`src/hdl/phy_status_pkg.sv`:
```
`default_nettype none
package phy_status_pkg;
  // Register offsets (word index on the management port)
  localparam logic [7:0] OFF_SKEW = 8'h55;
  localparam logic [7:0] OFF_STRAP_ONE = 8'h6E;
  localparam logic [7:0] OFF_STRAP_TWO = 8'h6F;
  localparam logic [7:0] OFF_BYTE_COUNT = 8'h71;
  localparam logic [7:0] OFF_ERR_OVF = 8'h72;
  localparam logic [7:0] OFF_IRQ_STATUS = 8'h73;
  localparam logic [7:0] OFF_IRQ_MASK = 8'h74;
  // Field positions
  localparam int LOCK_BIT = 0;
  localparam int LOCK_CLEAR_BIT = 1;
  localparam int PKT_OVF_BIT = 10;
  localparam int BYTE_OVF_BIT = 9;
  // Interrupt status bits
  localparam int IRQ_BYTE_OVF = 0;
  localparam int IRQ_PKT_OVF = 1;
  localparam int IRQ_BITS = 2;
  // Reset and saturation values
  localparam logic [15:0] BYTE_COUNT_RESET = 16'h0000;
  localparam logic [7:0] ERR_COUNT_RESET = 8'h00;
  localparam logic [15:0] BYTE_COUNT_MAX = 16'hFFFF;
  localparam logic [7:0] ERR_COUNT_MAX = 8'hFF;

  // Latched strap levels
  typedef struct packed {
    logic mirror_en;
    logic downshift_en;
    logic clock_output_off_strap;
    logic reduced_iface_off_strap;
    logic auto_crossover_off_strap;
    logic forced_wiring_strap;
    logic half_duplex_strap;
    logic autoneg_off_strap;
    logic [1:0] speed_choice_strap_pair;
    logic [4:0] mgmt_address_strap;
    logic quick_drop_strap;
    logic [2:0] tx_skew_strap;
    logic [2:0] rx_skew_strap;
  } strap_t;

  // Checker event inputs for one clock
  typedef struct packed {
    logic byte_seen;
    logic byte_bad;
    logic packet_wrap;
  } checker_evt_t;
endpackage
`default_nettype wire

```
`src/hdl/phy_status_regs.sv`:
```
`default_nettype none
// Function
// RULE1 - Report lane B/A skew at 7:4, 3:0
// RULE2 - Strap word one bits 15..12
// RULE3 - Crossover, wiring, duplex straps at 10..8
// RULE4 - Bit 7 set when autoneg strapped off
// RULE5 - Large package speed 6:5, address 4:0
// RULE6 - Small package speed bit 5, address 3:0
// RULE7 - Word two bit 10 quick drop strap
// RULE8 - Small package skew straps 6:4, 2:0
// RULE9 - Sixteen-bit received byte count, reset zero
// RULE10 - Byte count saturates when wrap select zero
// RULE11 - Eight-bit error count, saturates likewise
// RULE12 - Write bit 0 locks readable counts
// RULE13 - Write bit 1 locks, then clears live counts and overflow flags
// RULE14 - Readable byte count holds last lock
// RULE15 - Bit 10 sticky packet overflow flag
// RULE16 - Bit 9 sticky byte overflow flag
// RULE17 - Straps caught once after reset release
module phy_status_regs
  import phy_status_pkg::*;
#(
  parameter bit LARGE_PACKAGE = 1'b1
) (
  // Clock and reset
  input wire logic CLK,
  input wire logic ARST_N,
  // Management register port
  input wire logic [7:0] ADDR,
  input wire logic [15:0] WDATA,
  input wire logic WR,
  input wire logic RD,
  output logic [15:0] RDATA,
  // Strap pins
  input wire strap_t STRAPS,
  // Receive alignment status from the datapath
  input wire logic [3:0] LANE_A_ALIGN_CYCLES,
  input wire logic [3:0] LANE_B_ALIGN_CYCLES,
  // Checker events and count mode
  input wire checker_evt_t CHECKER_EVT,
  input wire logic TALLY_WRAP_SELECT,
  // Interrupt
  output logic IRQ
);

  strap_t strap_meta;
  strap_t strap_sync;
  strap_t strap_held;
  logic strap_taken;
  logic [1:0] strap_fill;
  logic [15:0] checker_bytes_seen;
  logic [7:0] checker_bad_bytes;
  logic [15:0] byte_shown;
  logic [7:0] bad_shown;
  logic packet_tally_overflow;
  logic byte_tally_overflow;
  logic [IRQ_BITS-1:0] irq_status;
  logic [IRQ_BITS-1:0] irq_mask;
  logic do_lock;
  logic do_clear;
  logic byte_wrap;
  logic pkt_wrap;
  logic [15:0] word_skew;
  logic [15:0] word_one;
  logic [15:0] word_two;
  logic [15:0] next_rdata;

  // Strap pin synchroniser
  always_ff @(posedge CLK or negedge ARST_N) begin
    if (!ARST_N) begin
      strap_meta <= '0;
      strap_sync <= '0;
    end else begin
      strap_meta <= STRAPS;
      strap_sync <= strap_meta;
    end
  end

  // Marks when the synchroniser holds real pin levels after release
  always_ff @(posedge CLK or negedge ARST_N) begin
    if (!ARST_N) begin
      strap_fill <= 2'b00;
    end else begin
      strap_fill <= {strap_fill[0], 1'b1};
    end
  end

  // Catch the straps once the pipeline is full, hold afterwards
  always_ff @(posedge CLK or negedge ARST_N) begin
    if (!ARST_N) begin
      strap_held <= '0;
      strap_taken <= 1'b0;
    end else if (strap_fill[1] && !strap_taken) begin
      strap_held <= strap_sync; // RULE17
      strap_taken <= 1'b1;
    end
  end

  // Control strobes from the checker status register and wrap strobes from the checker events
  assign do_lock = WR && ADDR == OFF_ERR_OVF && (WDATA[LOCK_BIT] || WDATA[LOCK_CLEAR_BIT]);
  assign do_clear = WR && ADDR == OFF_ERR_OVF && WDATA[LOCK_CLEAR_BIT];
  assign byte_wrap = CHECKER_EVT.byte_seen && checker_bytes_seen == BYTE_COUNT_MAX;
  assign pkt_wrap = CHECKER_EVT.packet_wrap;

  // Live byte counter
  always_ff @(posedge CLK or negedge ARST_N) begin
    if (!ARST_N) begin
      checker_bytes_seen <= BYTE_COUNT_RESET; // RULE9
    end else if (do_clear) begin
      checker_bytes_seen <= BYTE_COUNT_RESET; // RULE13
    end else if (CHECKER_EVT.byte_seen) begin
      if (checker_bytes_seen != BYTE_COUNT_MAX || TALLY_WRAP_SELECT) begin
        checker_bytes_seen <= checker_bytes_seen + 16'h0001; // RULE10
      end
    end
  end

  // Live error counter
  always_ff @(posedge CLK or negedge ARST_N) begin
    if (!ARST_N) begin
      checker_bad_bytes <= ERR_COUNT_RESET;
    end else if (do_clear) begin
      checker_bad_bytes <= ERR_COUNT_RESET; // RULE13
    end else if (CHECKER_EVT.byte_bad) begin
      if (checker_bad_bytes != ERR_COUNT_MAX || TALLY_WRAP_SELECT) begin
        checker_bad_bytes <= checker_bad_bytes + 8'h01; // RULE11
      end
    end
  end

  // Snapshot taken on lock; the value before any clear is captured
  always_ff @(posedge CLK or negedge ARST_N) begin
    if (!ARST_N) begin
      byte_shown <= BYTE_COUNT_RESET;
      bad_shown <= ERR_COUNT_RESET;
    end else if (do_lock) begin
      byte_shown <= checker_bytes_seen; // RULE12 RULE14
      bad_shown <= checker_bad_bytes; // RULE12
    end
  end

  // Sticky overflow flags, cleared only by lock-and-clear; set wins
  always_ff @(posedge CLK or negedge ARST_N) begin
    if (!ARST_N) begin
      packet_tally_overflow <= 1'b0;
      byte_tally_overflow <= 1'b0;
    end else begin
      if (pkt_wrap) begin
        packet_tally_overflow <= 1'b1; // RULE15
      end else if (do_clear) begin
        packet_tally_overflow <= 1'b0; // RULE13
      end
      if (byte_wrap) begin
        byte_tally_overflow <= 1'b1; // RULE16
      end else if (do_clear) begin
        byte_tally_overflow <= 1'b0; // RULE13
      end
    end
  end

  // Interrupt status: write one to clear, set wins
  always_ff @(posedge CLK or negedge ARST_N) begin
    if (!ARST_N) begin
      irq_status <= '0;
    end else begin
      for (int i = 0; i < IRQ_BITS; i++) begin
        if ((i == IRQ_BYTE_OVF && byte_wrap) || (i == IRQ_PKT_OVF && pkt_wrap)) begin
          irq_status[i] <= 1'b1;
        end else if (WR && ADDR == OFF_IRQ_STATUS && WDATA[i]) begin
          irq_status[i] <= 1'b0;
        end
      end
    end
  end

  // Interrupt mask
  always_ff @(posedge CLK or negedge ARST_N) begin
    if (!ARST_N) begin
      irq_mask <= '0;
    end else if (WR && ADDR == OFF_IRQ_MASK) begin
      irq_mask <= WDATA[IRQ_BITS-1:0];
    end
  end

  // Interrupt output register
  always_ff @(posedge CLK or negedge ARST_N) begin
    if (!ARST_N) begin
      IRQ <= 1'b0;
    end else begin
      IRQ <= |(irq_status & irq_mask);
    end
  end

  // Read words
  always_comb begin
    word_skew = 16'h0000;
    word_skew[7:4] = LANE_B_ALIGN_CYCLES; // RULE1
    word_skew[3:0] = LANE_A_ALIGN_CYCLES; // RULE1
    word_one = 16'h0000;
    word_one[15] = strap_held.mirror_en; // RULE2
    word_one[14] = strap_held.downshift_en; // RULE2
    word_one[13] = LARGE_PACKAGE ? strap_held.clock_output_off_strap : 1'b0; // RULE2
    word_one[12] = strap_held.reduced_iface_off_strap; // RULE2
    word_one[10] = strap_held.auto_crossover_off_strap; // RULE3
    word_one[9] = strap_held.forced_wiring_strap; // RULE3
    word_one[8] = strap_held.half_duplex_strap; // RULE3
    word_one[7] = strap_held.autoneg_off_strap; // RULE4
    word_two = 16'h0000;
    word_two[10] = strap_held.quick_drop_strap; // RULE7
    if (LARGE_PACKAGE) begin
      word_one[6:5] = strap_held.speed_choice_strap_pair; // RULE5
      word_one[4:0] = strap_held.mgmt_address_strap; // RULE5
    end else begin
      word_one[5] = strap_held.speed_choice_strap_pair[0]; // RULE6
      word_one[3:0] = strap_held.mgmt_address_strap[3:0]; // RULE6
      word_two[6:4] = strap_held.tx_skew_strap; // RULE8
      word_two[2:0] = strap_held.rx_skew_strap; // RULE8
    end
  end

  // Address decode for reads
  always_comb begin
    if (ADDR == OFF_SKEW) begin
      next_rdata = word_skew;
    end else if (ADDR == OFF_STRAP_ONE) begin
      next_rdata = word_one;
    end else if (ADDR == OFF_STRAP_TWO) begin
      next_rdata = word_two;
    end else if (ADDR == OFF_BYTE_COUNT) begin
      next_rdata = byte_shown; // RULE14
    end else if (ADDR == OFF_ERR_OVF) begin
      next_rdata = {5'h00, packet_tally_overflow, byte_tally_overflow, 1'b0, bad_shown};
    end else if (ADDR == OFF_IRQ_STATUS) begin
      next_rdata = {14'h0000, irq_status};
    end else if (ADDR == OFF_IRQ_MASK) begin
      next_rdata = {14'h0000, irq_mask};
    end else begin
      next_rdata = 16'h0000;
    end
  end

  // Read data register, valid the cycle after the strobe
  always_ff @(posedge CLK or negedge ARST_N) begin
    if (!ARST_N) begin
      RDATA <= 16'h0000;
    end else if (RD) begin
      RDATA <= next_rdata;
    end else begin
      RDATA <= 16'h0000;
    end
  end

  // Assertions
  locked_count_hold_a: assert property (@(posedge CLK) disable iff (!ARST_N) // RULE14
    !do_lock |=> $stable(byte_shown))
    else $error("byte snapshot moved without lock");
  lock_capture_a: assert property (@(posedge CLK) disable iff (!ARST_N) // RULE12
    do_lock |=> byte_shown == $past(checker_bytes_seen))
    else $error("lock missed value");
  clear_zeroes_a: assert property (@(posedge CLK) disable iff (!ARST_N) // RULE13
    do_clear && !byte_wrap && !pkt_wrap |=> checker_bytes_seen == 16'h0000
    && checker_bad_bytes == 8'h00 && !byte_tally_overflow && !packet_tally_overflow)
    else $error("clear incomplete");
  byte_saturate_a: assert property (@(posedge CLK) disable iff (!ARST_N) // RULE10
    checker_bytes_seen == BYTE_COUNT_MAX && !TALLY_WRAP_SELECT && !do_clear
    |=> checker_bytes_seen == BYTE_COUNT_MAX)
    else $error("byte count wrapped");
  err_saturate_a: assert property (@(posedge CLK) disable iff (!ARST_N) // RULE11
    checker_bad_bytes == ERR_COUNT_MAX && !TALLY_WRAP_SELECT && !do_clear
    |=> checker_bad_bytes == ERR_COUNT_MAX)
    else $error("error count wrapped");
  pkt_flag_sticky_a: assert property (@(posedge CLK) disable iff (!ARST_N) // RULE15
    packet_tally_overflow && !do_clear |=> packet_tally_overflow)
    else $error("packet flag dropped");
  byte_flag_set_a: assert property (@(posedge CLK) disable iff (!ARST_N) // RULE16
    byte_wrap |=> byte_tally_overflow)
    else $error("byte flag not set");
  strap_frozen_a: assert property (@(posedge CLK) disable iff (!ARST_N) // RULE17
    strap_taken |=> $stable(strap_held))
    else $error("straps changed");
  byte_count_read_a: assert property (@(posedge CLK) disable iff (!ARST_N) // RULE9
    RD && ADDR == OFF_BYTE_COUNT |=> RDATA == $past(byte_shown))
    else $error("byte count read wrong");
  skew_read_a: assert property (@(posedge CLK) disable iff (!ARST_N) // RULE1
    RD && ADDR == OFF_SKEW |=> RDATA[7:0] == $past({LANE_B_ALIGN_CYCLES, LANE_A_ALIGN_CYCLES})
    && RDATA[15:8] == 8'h00)
    else $error("skew read wrong");
  strap_top_read_a: assert property (@(posedge CLK) disable iff (!ARST_N) // RULE2
    RD && ADDR == OFF_STRAP_ONE |=> RDATA[15] == $past(strap_held.mirror_en)
    && RDATA[14] == $past(strap_held.downshift_en)
    && RDATA[12] == $past(strap_held.reduced_iface_off_strap))
    else $error("strap word one top bits wrong");
  strap_mid_read_a: assert property (@(posedge CLK) disable iff (!ARST_N) // RULE3
    RD && ADDR == OFF_STRAP_ONE |=> !RDATA[11]
    && RDATA[10] == $past(strap_held.auto_crossover_off_strap)
    && RDATA[9] == $past(strap_held.forced_wiring_strap)
    && RDATA[8] == $past(strap_held.half_duplex_strap))
    else $error("strap word one middle bits wrong");
  autoneg_read_a: assert property (@(posedge CLK) disable iff (!ARST_N) // RULE4
    RD && ADDR == OFF_STRAP_ONE |=> RDATA[7] == $past(strap_held.autoneg_off_strap))
    else $error("autoneg strap bit wrong");
  large_layout_a: assert property (@(posedge CLK) disable iff (!ARST_N) // RULE5
    LARGE_PACKAGE && RD && ADDR == OFF_STRAP_ONE
    |=> RDATA[13] == $past(strap_held.clock_output_off_strap)
    && RDATA[6:0] == $past({strap_held.speed_choice_strap_pair, strap_held.mgmt_address_strap}))
    else $error("large package strap layout wrong");
  small_layout_a: assert property (@(posedge CLK) disable iff (!ARST_N) // RULE6
    !LARGE_PACKAGE && RD && ADDR == OFF_STRAP_ONE |=> !RDATA[13] && !RDATA[6] && !RDATA[4]
    && RDATA[5] == $past(strap_held.speed_choice_strap_pair[0])
    && RDATA[3:0] == $past(strap_held.mgmt_address_strap[3:0]))
    else $error("small package strap layout wrong");
  quick_drop_read_a: assert property (@(posedge CLK) disable iff (!ARST_N) // RULE7
    RD && ADDR == OFF_STRAP_TWO |=> RDATA[15:11] == 5'h00 && RDATA[9:7] == 3'h0
    && RDATA[10] == $past(strap_held.quick_drop_strap) && !RDATA[3])
    else $error("strap word two upper bits wrong");
  large_skew_zero_a: assert property (@(posedge CLK) disable iff (!ARST_N) // RULE8
    LARGE_PACKAGE && RD && ADDR == OFF_STRAP_TWO |=> RDATA[6:4] == 3'h0 && RDATA[2:0] == 3'h0)
    else $error("skew straps shown on large package");
  small_skew_read_a: assert property (@(posedge CLK) disable iff (!ARST_N) // RULE8
    !LARGE_PACKAGE && RD && ADDR == OFF_STRAP_TWO |=> RDATA[6:4] == $past(strap_held.tx_skew_strap)
    && RDATA[2:0] == $past(strap_held.rx_skew_strap))
    else $error("skew straps read wrong");
  byte_step_a: assert property (@(posedge CLK) disable iff (!ARST_N) // RULE9
    CHECKER_EVT.byte_seen && !do_clear && checker_bytes_seen != BYTE_COUNT_MAX
    |=> checker_bytes_seen == $past(checker_bytes_seen) + 16'h0001)
    else $error("byte count did not step");
  byte_wrap_mode_a: assert property (@(posedge CLK) disable iff (!ARST_N) // RULE10
    CHECKER_EVT.byte_seen && !do_clear && TALLY_WRAP_SELECT
    && checker_bytes_seen == BYTE_COUNT_MAX |=> checker_bytes_seen == BYTE_COUNT_RESET)
    else $error("byte count did not wrap");
  err_step_a: assert property (@(posedge CLK) disable iff (!ARST_N) // RULE11
    CHECKER_EVT.byte_bad && !do_clear && checker_bad_bytes != ERR_COUNT_MAX
    |=> checker_bad_bytes == $past(checker_bad_bytes) + 8'h01)
    else $error("error count did not step");
  err_idle_hold_a: assert property (@(posedge CLK) disable iff (!ARST_N) // RULE11
    !CHECKER_EVT.byte_bad && !do_clear |=> $stable(checker_bad_bytes))
    else $error("error count moved without event");
  err_lock_capture_a: assert property (@(posedge CLK) disable iff (!ARST_N) // RULE12
    do_lock |=> bad_shown == $past(checker_bad_bytes))
    else $error("lock missed error count");
  clear_locks_a: assert property (@(posedge CLK) disable iff (!ARST_N) // RULE13
    do_clear |=> byte_shown == $past(checker_bytes_seen)
    && bad_shown == $past(checker_bad_bytes))
    else $error("clear did not lock first");
  pkt_flag_set_a: assert property (@(posedge CLK) disable iff (!ARST_N) // RULE15
    pkt_wrap |=> packet_tally_overflow)
    else $error("packet flag not set");
  byte_flag_sticky_a: assert property (@(posedge CLK) disable iff (!ARST_N) // RULE16
    byte_tally_overflow && !do_clear |=> byte_tally_overflow)
    else $error("byte flag dropped");
  flag_word_read_a: assert property (@(posedge CLK) disable iff (!ARST_N) // RULE16
    RD && ADDR == OFF_ERR_OVF |=> RDATA[15:11] == 5'h00 && !RDATA[8]
    && RDATA[10] == $past(packet_tally_overflow) && RDATA[9] == $past(byte_tally_overflow)
    && RDATA[7:0] == $past(bad_shown))
    else $error("checker status read wrong");
  strap_capture_a: assert property (@(posedge CLK) disable iff (!ARST_N) // RULE17
    strap_fill[1] && !strap_taken |=> strap_held == $past(strap_sync))
    else $error("straps not caught");
  strap_wait_a: assert property (@(posedge CLK) disable iff (!ARST_N) // RULE17
    !strap_fill[1] |-> !strap_taken)
    else $error("straps caught before pipeline filled");
  rdata_idle_a: assert property (@(posedge CLK) disable iff (!ARST_N)
    !RD |=> RDATA == 16'h0000)
    else $error("read data outside read cycle");
  irq_status_set_a: assert property (@(posedge CLK) disable iff (!ARST_N)
    byte_wrap |=> irq_status[IRQ_BYTE_OVF])
    else $error("interrupt status not set");
  irq_level_a: assert property (@(posedge CLK) disable iff (!ARST_N)
    irq_status[IRQ_PKT_OVF] && irq_mask[IRQ_PKT_OVF] |=> IRQ)
    else $error("interrupt not raised");

endmodule // phy_status_regs
`default_nettype wire

```
`config.mk`:
```
export PLATFORM = sky130hd
export DESIGN_NAME = phy_status_regs
export DESIGN_NICKNAME = d
export VERILOG_FILES = /design/src/hdl/phy_status_pkg.sv /design/src/hdl/phy_status_regs.sv
export SDC_FILE = /design/constraint.sdc
export NUM_CORES = 1
export LEC_CHECK = 0
export BUFFER_PORTS_ARGS = -buffer_cell sky130_fd_sc_hd__buf_2
export CELL_PAD_IN_SITES_DETAIL_PLACEMENT = 0
export CELL_PAD_IN_SITES_GLOBAL_PLACEMENT = 1
export CORE_UTILIZATION = 45
export CTS_CLUSTER_SIZE = 24
export DETAILED_ROUTE_END_ITERATION = 10
export PLACE_DENSITY = 0.76
export SLEW_MARGIN = 20
export SYNTH_ARGS = -nofsm -noshare
export SYNTH_HDL_FRONTEND = slang
export SYNTH_SLANG_ARGS = --single-unit
```
`constraint.sdc`:
```
create_clock -name CLK -period 1.9 [get_ports CLK]
set_input_delay 0.38 -clock CLK [delete_from_list [all_inputs] [get_ports CLK]]
set_output_delay 0.38 -clock CLK [all_outputs]
set_load 0.05 [all_outputs]
```
# Word-level counts from Yosys, hierarchy flattened
# Cells that the tools add are included.
totals:
  romBits: 0
  mem_bits_rw: 0
  ff_bits: 122
  memories: 0
  wordCells: 104
  latch_bits: 0
  inputBits: 62
  out_inout_bits: 17
op_classes:
  muxes: 21
  n_lt_le_gt_ge: 0
  div: 0
  n_bitwise: 1
  n_eq_ne: 10
  mul: 0
  n_reduce_logical: 24
  shift: 0
  addsub: 2
op_table:
  columns: ["cell", "count"]
  rows:
  - ["2-to-1 mux 16 bit", 9]
  - ["== test 8 x 7 -> 1 bit, second input constant", 7]
  - ["2-to-1 mux 8 bit", 3]
  - ["adder 16 x 1 -> 16 bit, second input constant", 1]
  - ["== test 16 bit, second input constant", 1]
  - ["!= test 16 bit, second input constant", 1]
  - ["nonzero test 2 bit", 8]
  - ["logical AND 1 bit", 9]
  - ["adder 8 x 1 -> 8 bit, second input constant", 1]
  - ["!= test 8 bit, second input constant", 1]
  - ["2-to-1 mux 1 bit", 7]
  - ["2-to-1 mux 2 bit", 2]
  - ["AND reduction 2 bit", 2]
  - ["logical OR 1 bit", 3]
  - ["bitwise AND 2 bit", 1]
  - ["OR reduction 2 bit", 1]
  - ["logical NOT 1 bit", 1]

# Longest topological paths before layout
depth:
  ltp_word: 9
  ltp_mapped: 7
  ltp_nobuf: 5

# Worst setup path after synthesis
# OpenSTA, ideal clock, no wires.
synth_path:
  path_type: "in2reg"
  start: "in ADDR[0]"
  end: "reg bad_shown[0]"
  arrival_time_ps: 1640
  stages: 7
  setup_time_ps: 125
  required_ps: 1775
  setup_slack_ps: 135
  path_buffers: 3
  path_cell_list: "buf_6 > and4bb_2 > and2_1 > buf_4 > o211ai_4 > buf_6 > mux2_4"
synth_between:
  elab_chain_len: 3
synth_lines:
  columns: ["item", "line", "text"]
  rows:
  - ["start, declared", "phy_status_regs.sv:29", "input wire logic [7:0] ADDR,"]
  - ["== test 8 x 7 -> 1 bit", "phy_status_regs.sv:100", "assign do_lock = WR && ADDR == OFF_ERR_OVF && (WDATA[LOCK_BIT] || WDATA[LOCK_CLEAR_BIT]);"]
  - ["logical AND 1 bit (2 in series)", "phy_status_regs.sv:100", null]
  - ["end signal, assigned", "phy_status_regs.sv:138", "bad_shown <= checker_bad_bytes;"]
  - ["end, declared", "phy_status_regs.sv:54", "logic [7:0] bad_shown;"]
# No other way between the ends.
# A chain may end at the register's enable or synchronous reset.

# Worst setup path after layout
layout_path:
  start: "reg checker_bytes_seen[4]"
  end: "reg checker_bytes_seen[13]"
layout_between:
  elab_chain_len: 4
  elab_cells_between_ends: 8
  cone_classes: "1 x add/sub; 1 x eq/ne; 3 x mux; 3 x reduce/logical"
layout_lines:
  columns: ["item", "line", "text"]
  rows:
  - ["start, declared", "phy_status_regs.sv:51", "logic [15:0] checker_bytes_seen;"]
  - ["start signal, assigned", "phy_status_regs.sv:113", "checker_bytes_seen <= checker_bytes_seen + 16'h0001;"]
  - ["adder 16 x 1 -> 16 bit or != test 16 bit (tied branches)", "phy_status_regs.sv:113, phy_status_regs.sv:112", null]
  - ["2-to-1 mux 16 bit or logical OR 1 bit (tied branches)", "phy_status_regs.sv:112", "if (checker_bytes_seen != BYTE_COUNT_MAX || TALLY_WRAP_SELECT) begin"]
  - ["2-to-1 mux 16 bit or nonzero test 2 bit (tied branches)", null, null]
  - ["2-to-1 mux 16 bit or AND reduction 2 bit (tied branches)", null, null]
# Parallel ways exist; a longest one is shown, timed or not. The select of a mux whose other input is x is not followed.

==> flow_summary.yaml <==
clock_tree:
  htreeDepth: 4
  cts_buffers: 17
  numClockSinks: 122
  cts_buffer_depth: 2
  cts_tree: "yes"
  clk_pin_slew_worst_paths_ps: 60
  cts_root_buf: "clkbuf_16"
  clk_latency_ps: 410
  cts_setup_buffers: 0
critical_path:
  end_kind: "register"
  r2r_cells: 4
  required_ps: 2200
  ff2ff_setup_slack_ps: 120
  crit_type: "register to register"
  crit_arrival_ps: 2090
  critPathLaunchType: "register"
  worstPathMaxFanout: 9
  crit_start: "checker_bytes_seen[4]"
  worstReg2RegStart: "checker_bytes_seen[4]"
  timing.rr.end: "checker_bytes_seen[13]"
pwr:
  netSwitchingFraction_pct: 24.4
  pwr-share-seq_pct: 44.9
  ir_drop_mv: 0.725
  clkPwrFrac_pct: 45.6
  powerDensity_mw_per_mm2: 1090
  p_sw_mw: 1.68
  p_comb_share_pct: 9.4
  p_int_mw: 5.22
  leakagePower_nw: 2.99
  finalPower_mw: 6.90
placed_design:
  place_ws_ps: 115
  dpl.hpwl_mm: 7.93
  placed_area_sq_mm: 0.00576
  io_buffers: 58
  dpl.cell_count: 599
  gp_congestion: 0.862
timing:
  postLayoutSetupSlackWorst_ps: 117
  tightest_slew_ps: 574
  finalHoldViolations: 0
  fin_hold_ws_ps: 71.5
  fin_crit_ps: 1780
  fin_crit_sh_pct: 93.9
  finalClockSkew_ps: 7.59
  fin_tns_setup_ps: 0
  finalMaxSlewViolations: 0
  rsz0062_at_grt: "true"
  setup_viol: 0
  relSlewSlack_pct: 61.5
  fmax_mhz: 561
global_routing:
  antenna_found_initial: 0
  grt_max_degree: 49
  grt_pass1_wl_mm: 17.7
  grt_overflow: 0
  grt_usage_pct: 20.4
  grt_pass1_vias: 3550
floorplan:
  num_rows: 38
  core_sq_mm: 0.0110
  start_util_pct: 46.9
  fp.dieH_um: 109
  die_x_um: 109
  die_area_sq_mm: 0.0119
  num_io_pins: 79
synthesis:
  yosysTopAreaCell: "dfrtp_1"
  ys_ff_latch: 122
  ys_top_cells_by_area: "dfrtp_1 59%, mux2_4 5.8%, mux2_2 4.8%"
  ys_top_cells_by_count: "122 x dfrtp_1, 32 x nand2_1, 22 x mux2_2"
  synthFlopType: "dfrtp_1"
  synth_edf_count: 0
  async_reset_ff_share_pct: 100
  yosysUniqueCellTypes: 65
  yosysWarnings: 0
  syn-instance-count: 392
  synth_top_area_share_pct: 59.2
  yosysMostFrequentCell: "dfrtp_1"
  syn-num-nets: 456
  syn-cell-area_sq_mm: 0.00516
  synth_seq_area_share_pct: 59.2
  synth_area_per_cell_sq_um: 13.2
detailed_routing:
  wl_per_cell_um: 17.7
  vias: 3467
  wl_mm: 11.2
  postRouteAntennaNets: 0
  viasPerCell: 5.49
  drt_pass1_iterations: 4
  drt_iter0_drc: 199
  drc: 0
job:
  cap_viol_max_count: 0
layout:
  syn2layout_area_growth_pct: 23.2
  final_cells: 631
  multi_input_area_sq_mm: 0.00200
  antenna_cells: 0
  final_util_pct: 57.8
  fin_area_sq_mm: 0.00635
  drive_gt1_share_pct: 34.0
  regArea_sq_mm: 0.00306
  finalNetCount: 543
  fill_cells: 900
outcome:
  status: "completed"
min_path:
  min_path_cells: 1
  min_from: "STRAPS[16]"
  min_path_type: "primary input to register"
  min_to: "strap_meta[16]"
==> worst max-delay path: stages (launching register included) <==
cell and delay (ps):
dfrtp_1 450, and4_2 330, nand3_4 140, or4_1 530
a32oi_1 230
==> sequential cells by signal (all words and copies together), names as in the netlist <==
| name | count |
|---|---|
| RDATA | 16 |
| checker_bad_bytes | 8 |
| irq_status | 2 |
| strap_taken | 1 |
| strap_held | 16 |
| strap_fill | 2 |
| strap_meta | 16 |
| strap_sync | 16 |
| packet_tally_overflow | 1 |
| irq_mask | 2 |
| checker_bytes_seen | 16 |
| bad_shown | 8 |
| IRQ | 1 |
| byte_tally_overflow | 1 |
| byte_shown | 16 |
==> placed cells by master, fill, tap and decap left out, types with 11 or more instances in the layout <==
cell and instances:
a22o_1 11, mux2_4 20, dfrtp_1 120, mux2_2 22, buf_2 57, clkbuf_16 17, nand2_1 32, nand3_1 13
buf_4 23
==> power by group through the flow <==
stage / registers (mW) / clock network [mW] / logic, mW
3_3_place_gp: 3.13 / 0 / 0.623
6_report: 3.10 / 3.15 / 0.652
3_5_place_dp: 3.14 / 0 / 0.648
2_1_floorplan: 3.06 / 0 / 0.415
5_1_grt: 3.14 / 3.31 / 0.740
4_1_cts: 3.10 / 3.19 / 0.659
==> repair_timing <==
item / CTS / global route
hold endpoints to repair: 18 / 0
resized for setup: 0 / 3
setup endpoints to repair: 0 / 2
hold buffers: 1 / 0
==> kinds of logic after synthesis <==
kind of cell,count (synthesis),share of synthesized area [%]
DFF,122,59.2
and+or+nand+nor,120,14.2
AOI/OAI and AO/OA,73,11.2
muxes,50,12.2
buffers and inverters,21,2.18
xor gates and xnor gates,3,0.510
adders and majority gates,2,0.485
other,1,0.0727
==> worst max-delay path by stage <==
stage	to	slack, ps	cells after the start
final	checker_bytes_seen[13]	120	4
after detailed placement	byte_shown[9]	110	6
after CTS	checker_bytes_seen[13]	60	4
after global routing	checker_bytes_seen[13]	-10	4
after global placement	byte_shown[8]	120	6
after floorplan	bad_shown[0]	130	7
==> area by class of cell <==
cell class	instances	share of cell area [%]
Clock inverter	9	1.93
Tap cell	140	2.76
Sequential cell	122	48.1
Multi-Input combinational cell	249	31.5
Inverter	5	0.295
Timing Repair Buffer	84	8.31
Clock buffer	22	7.15
==> routing by layer <==
metal / track usage [%] / part of all wire, % / up-vias
met1: 25.1 / 44 / 1734
li1: - / - / 1642
met4: 9.17 / 1.0 / 0
met3: 5.98 / 4.9 / 10
met2: 33.2 / 50 / 81
met5: 0 / 0 / -
(Power assumes the default switching activity.)
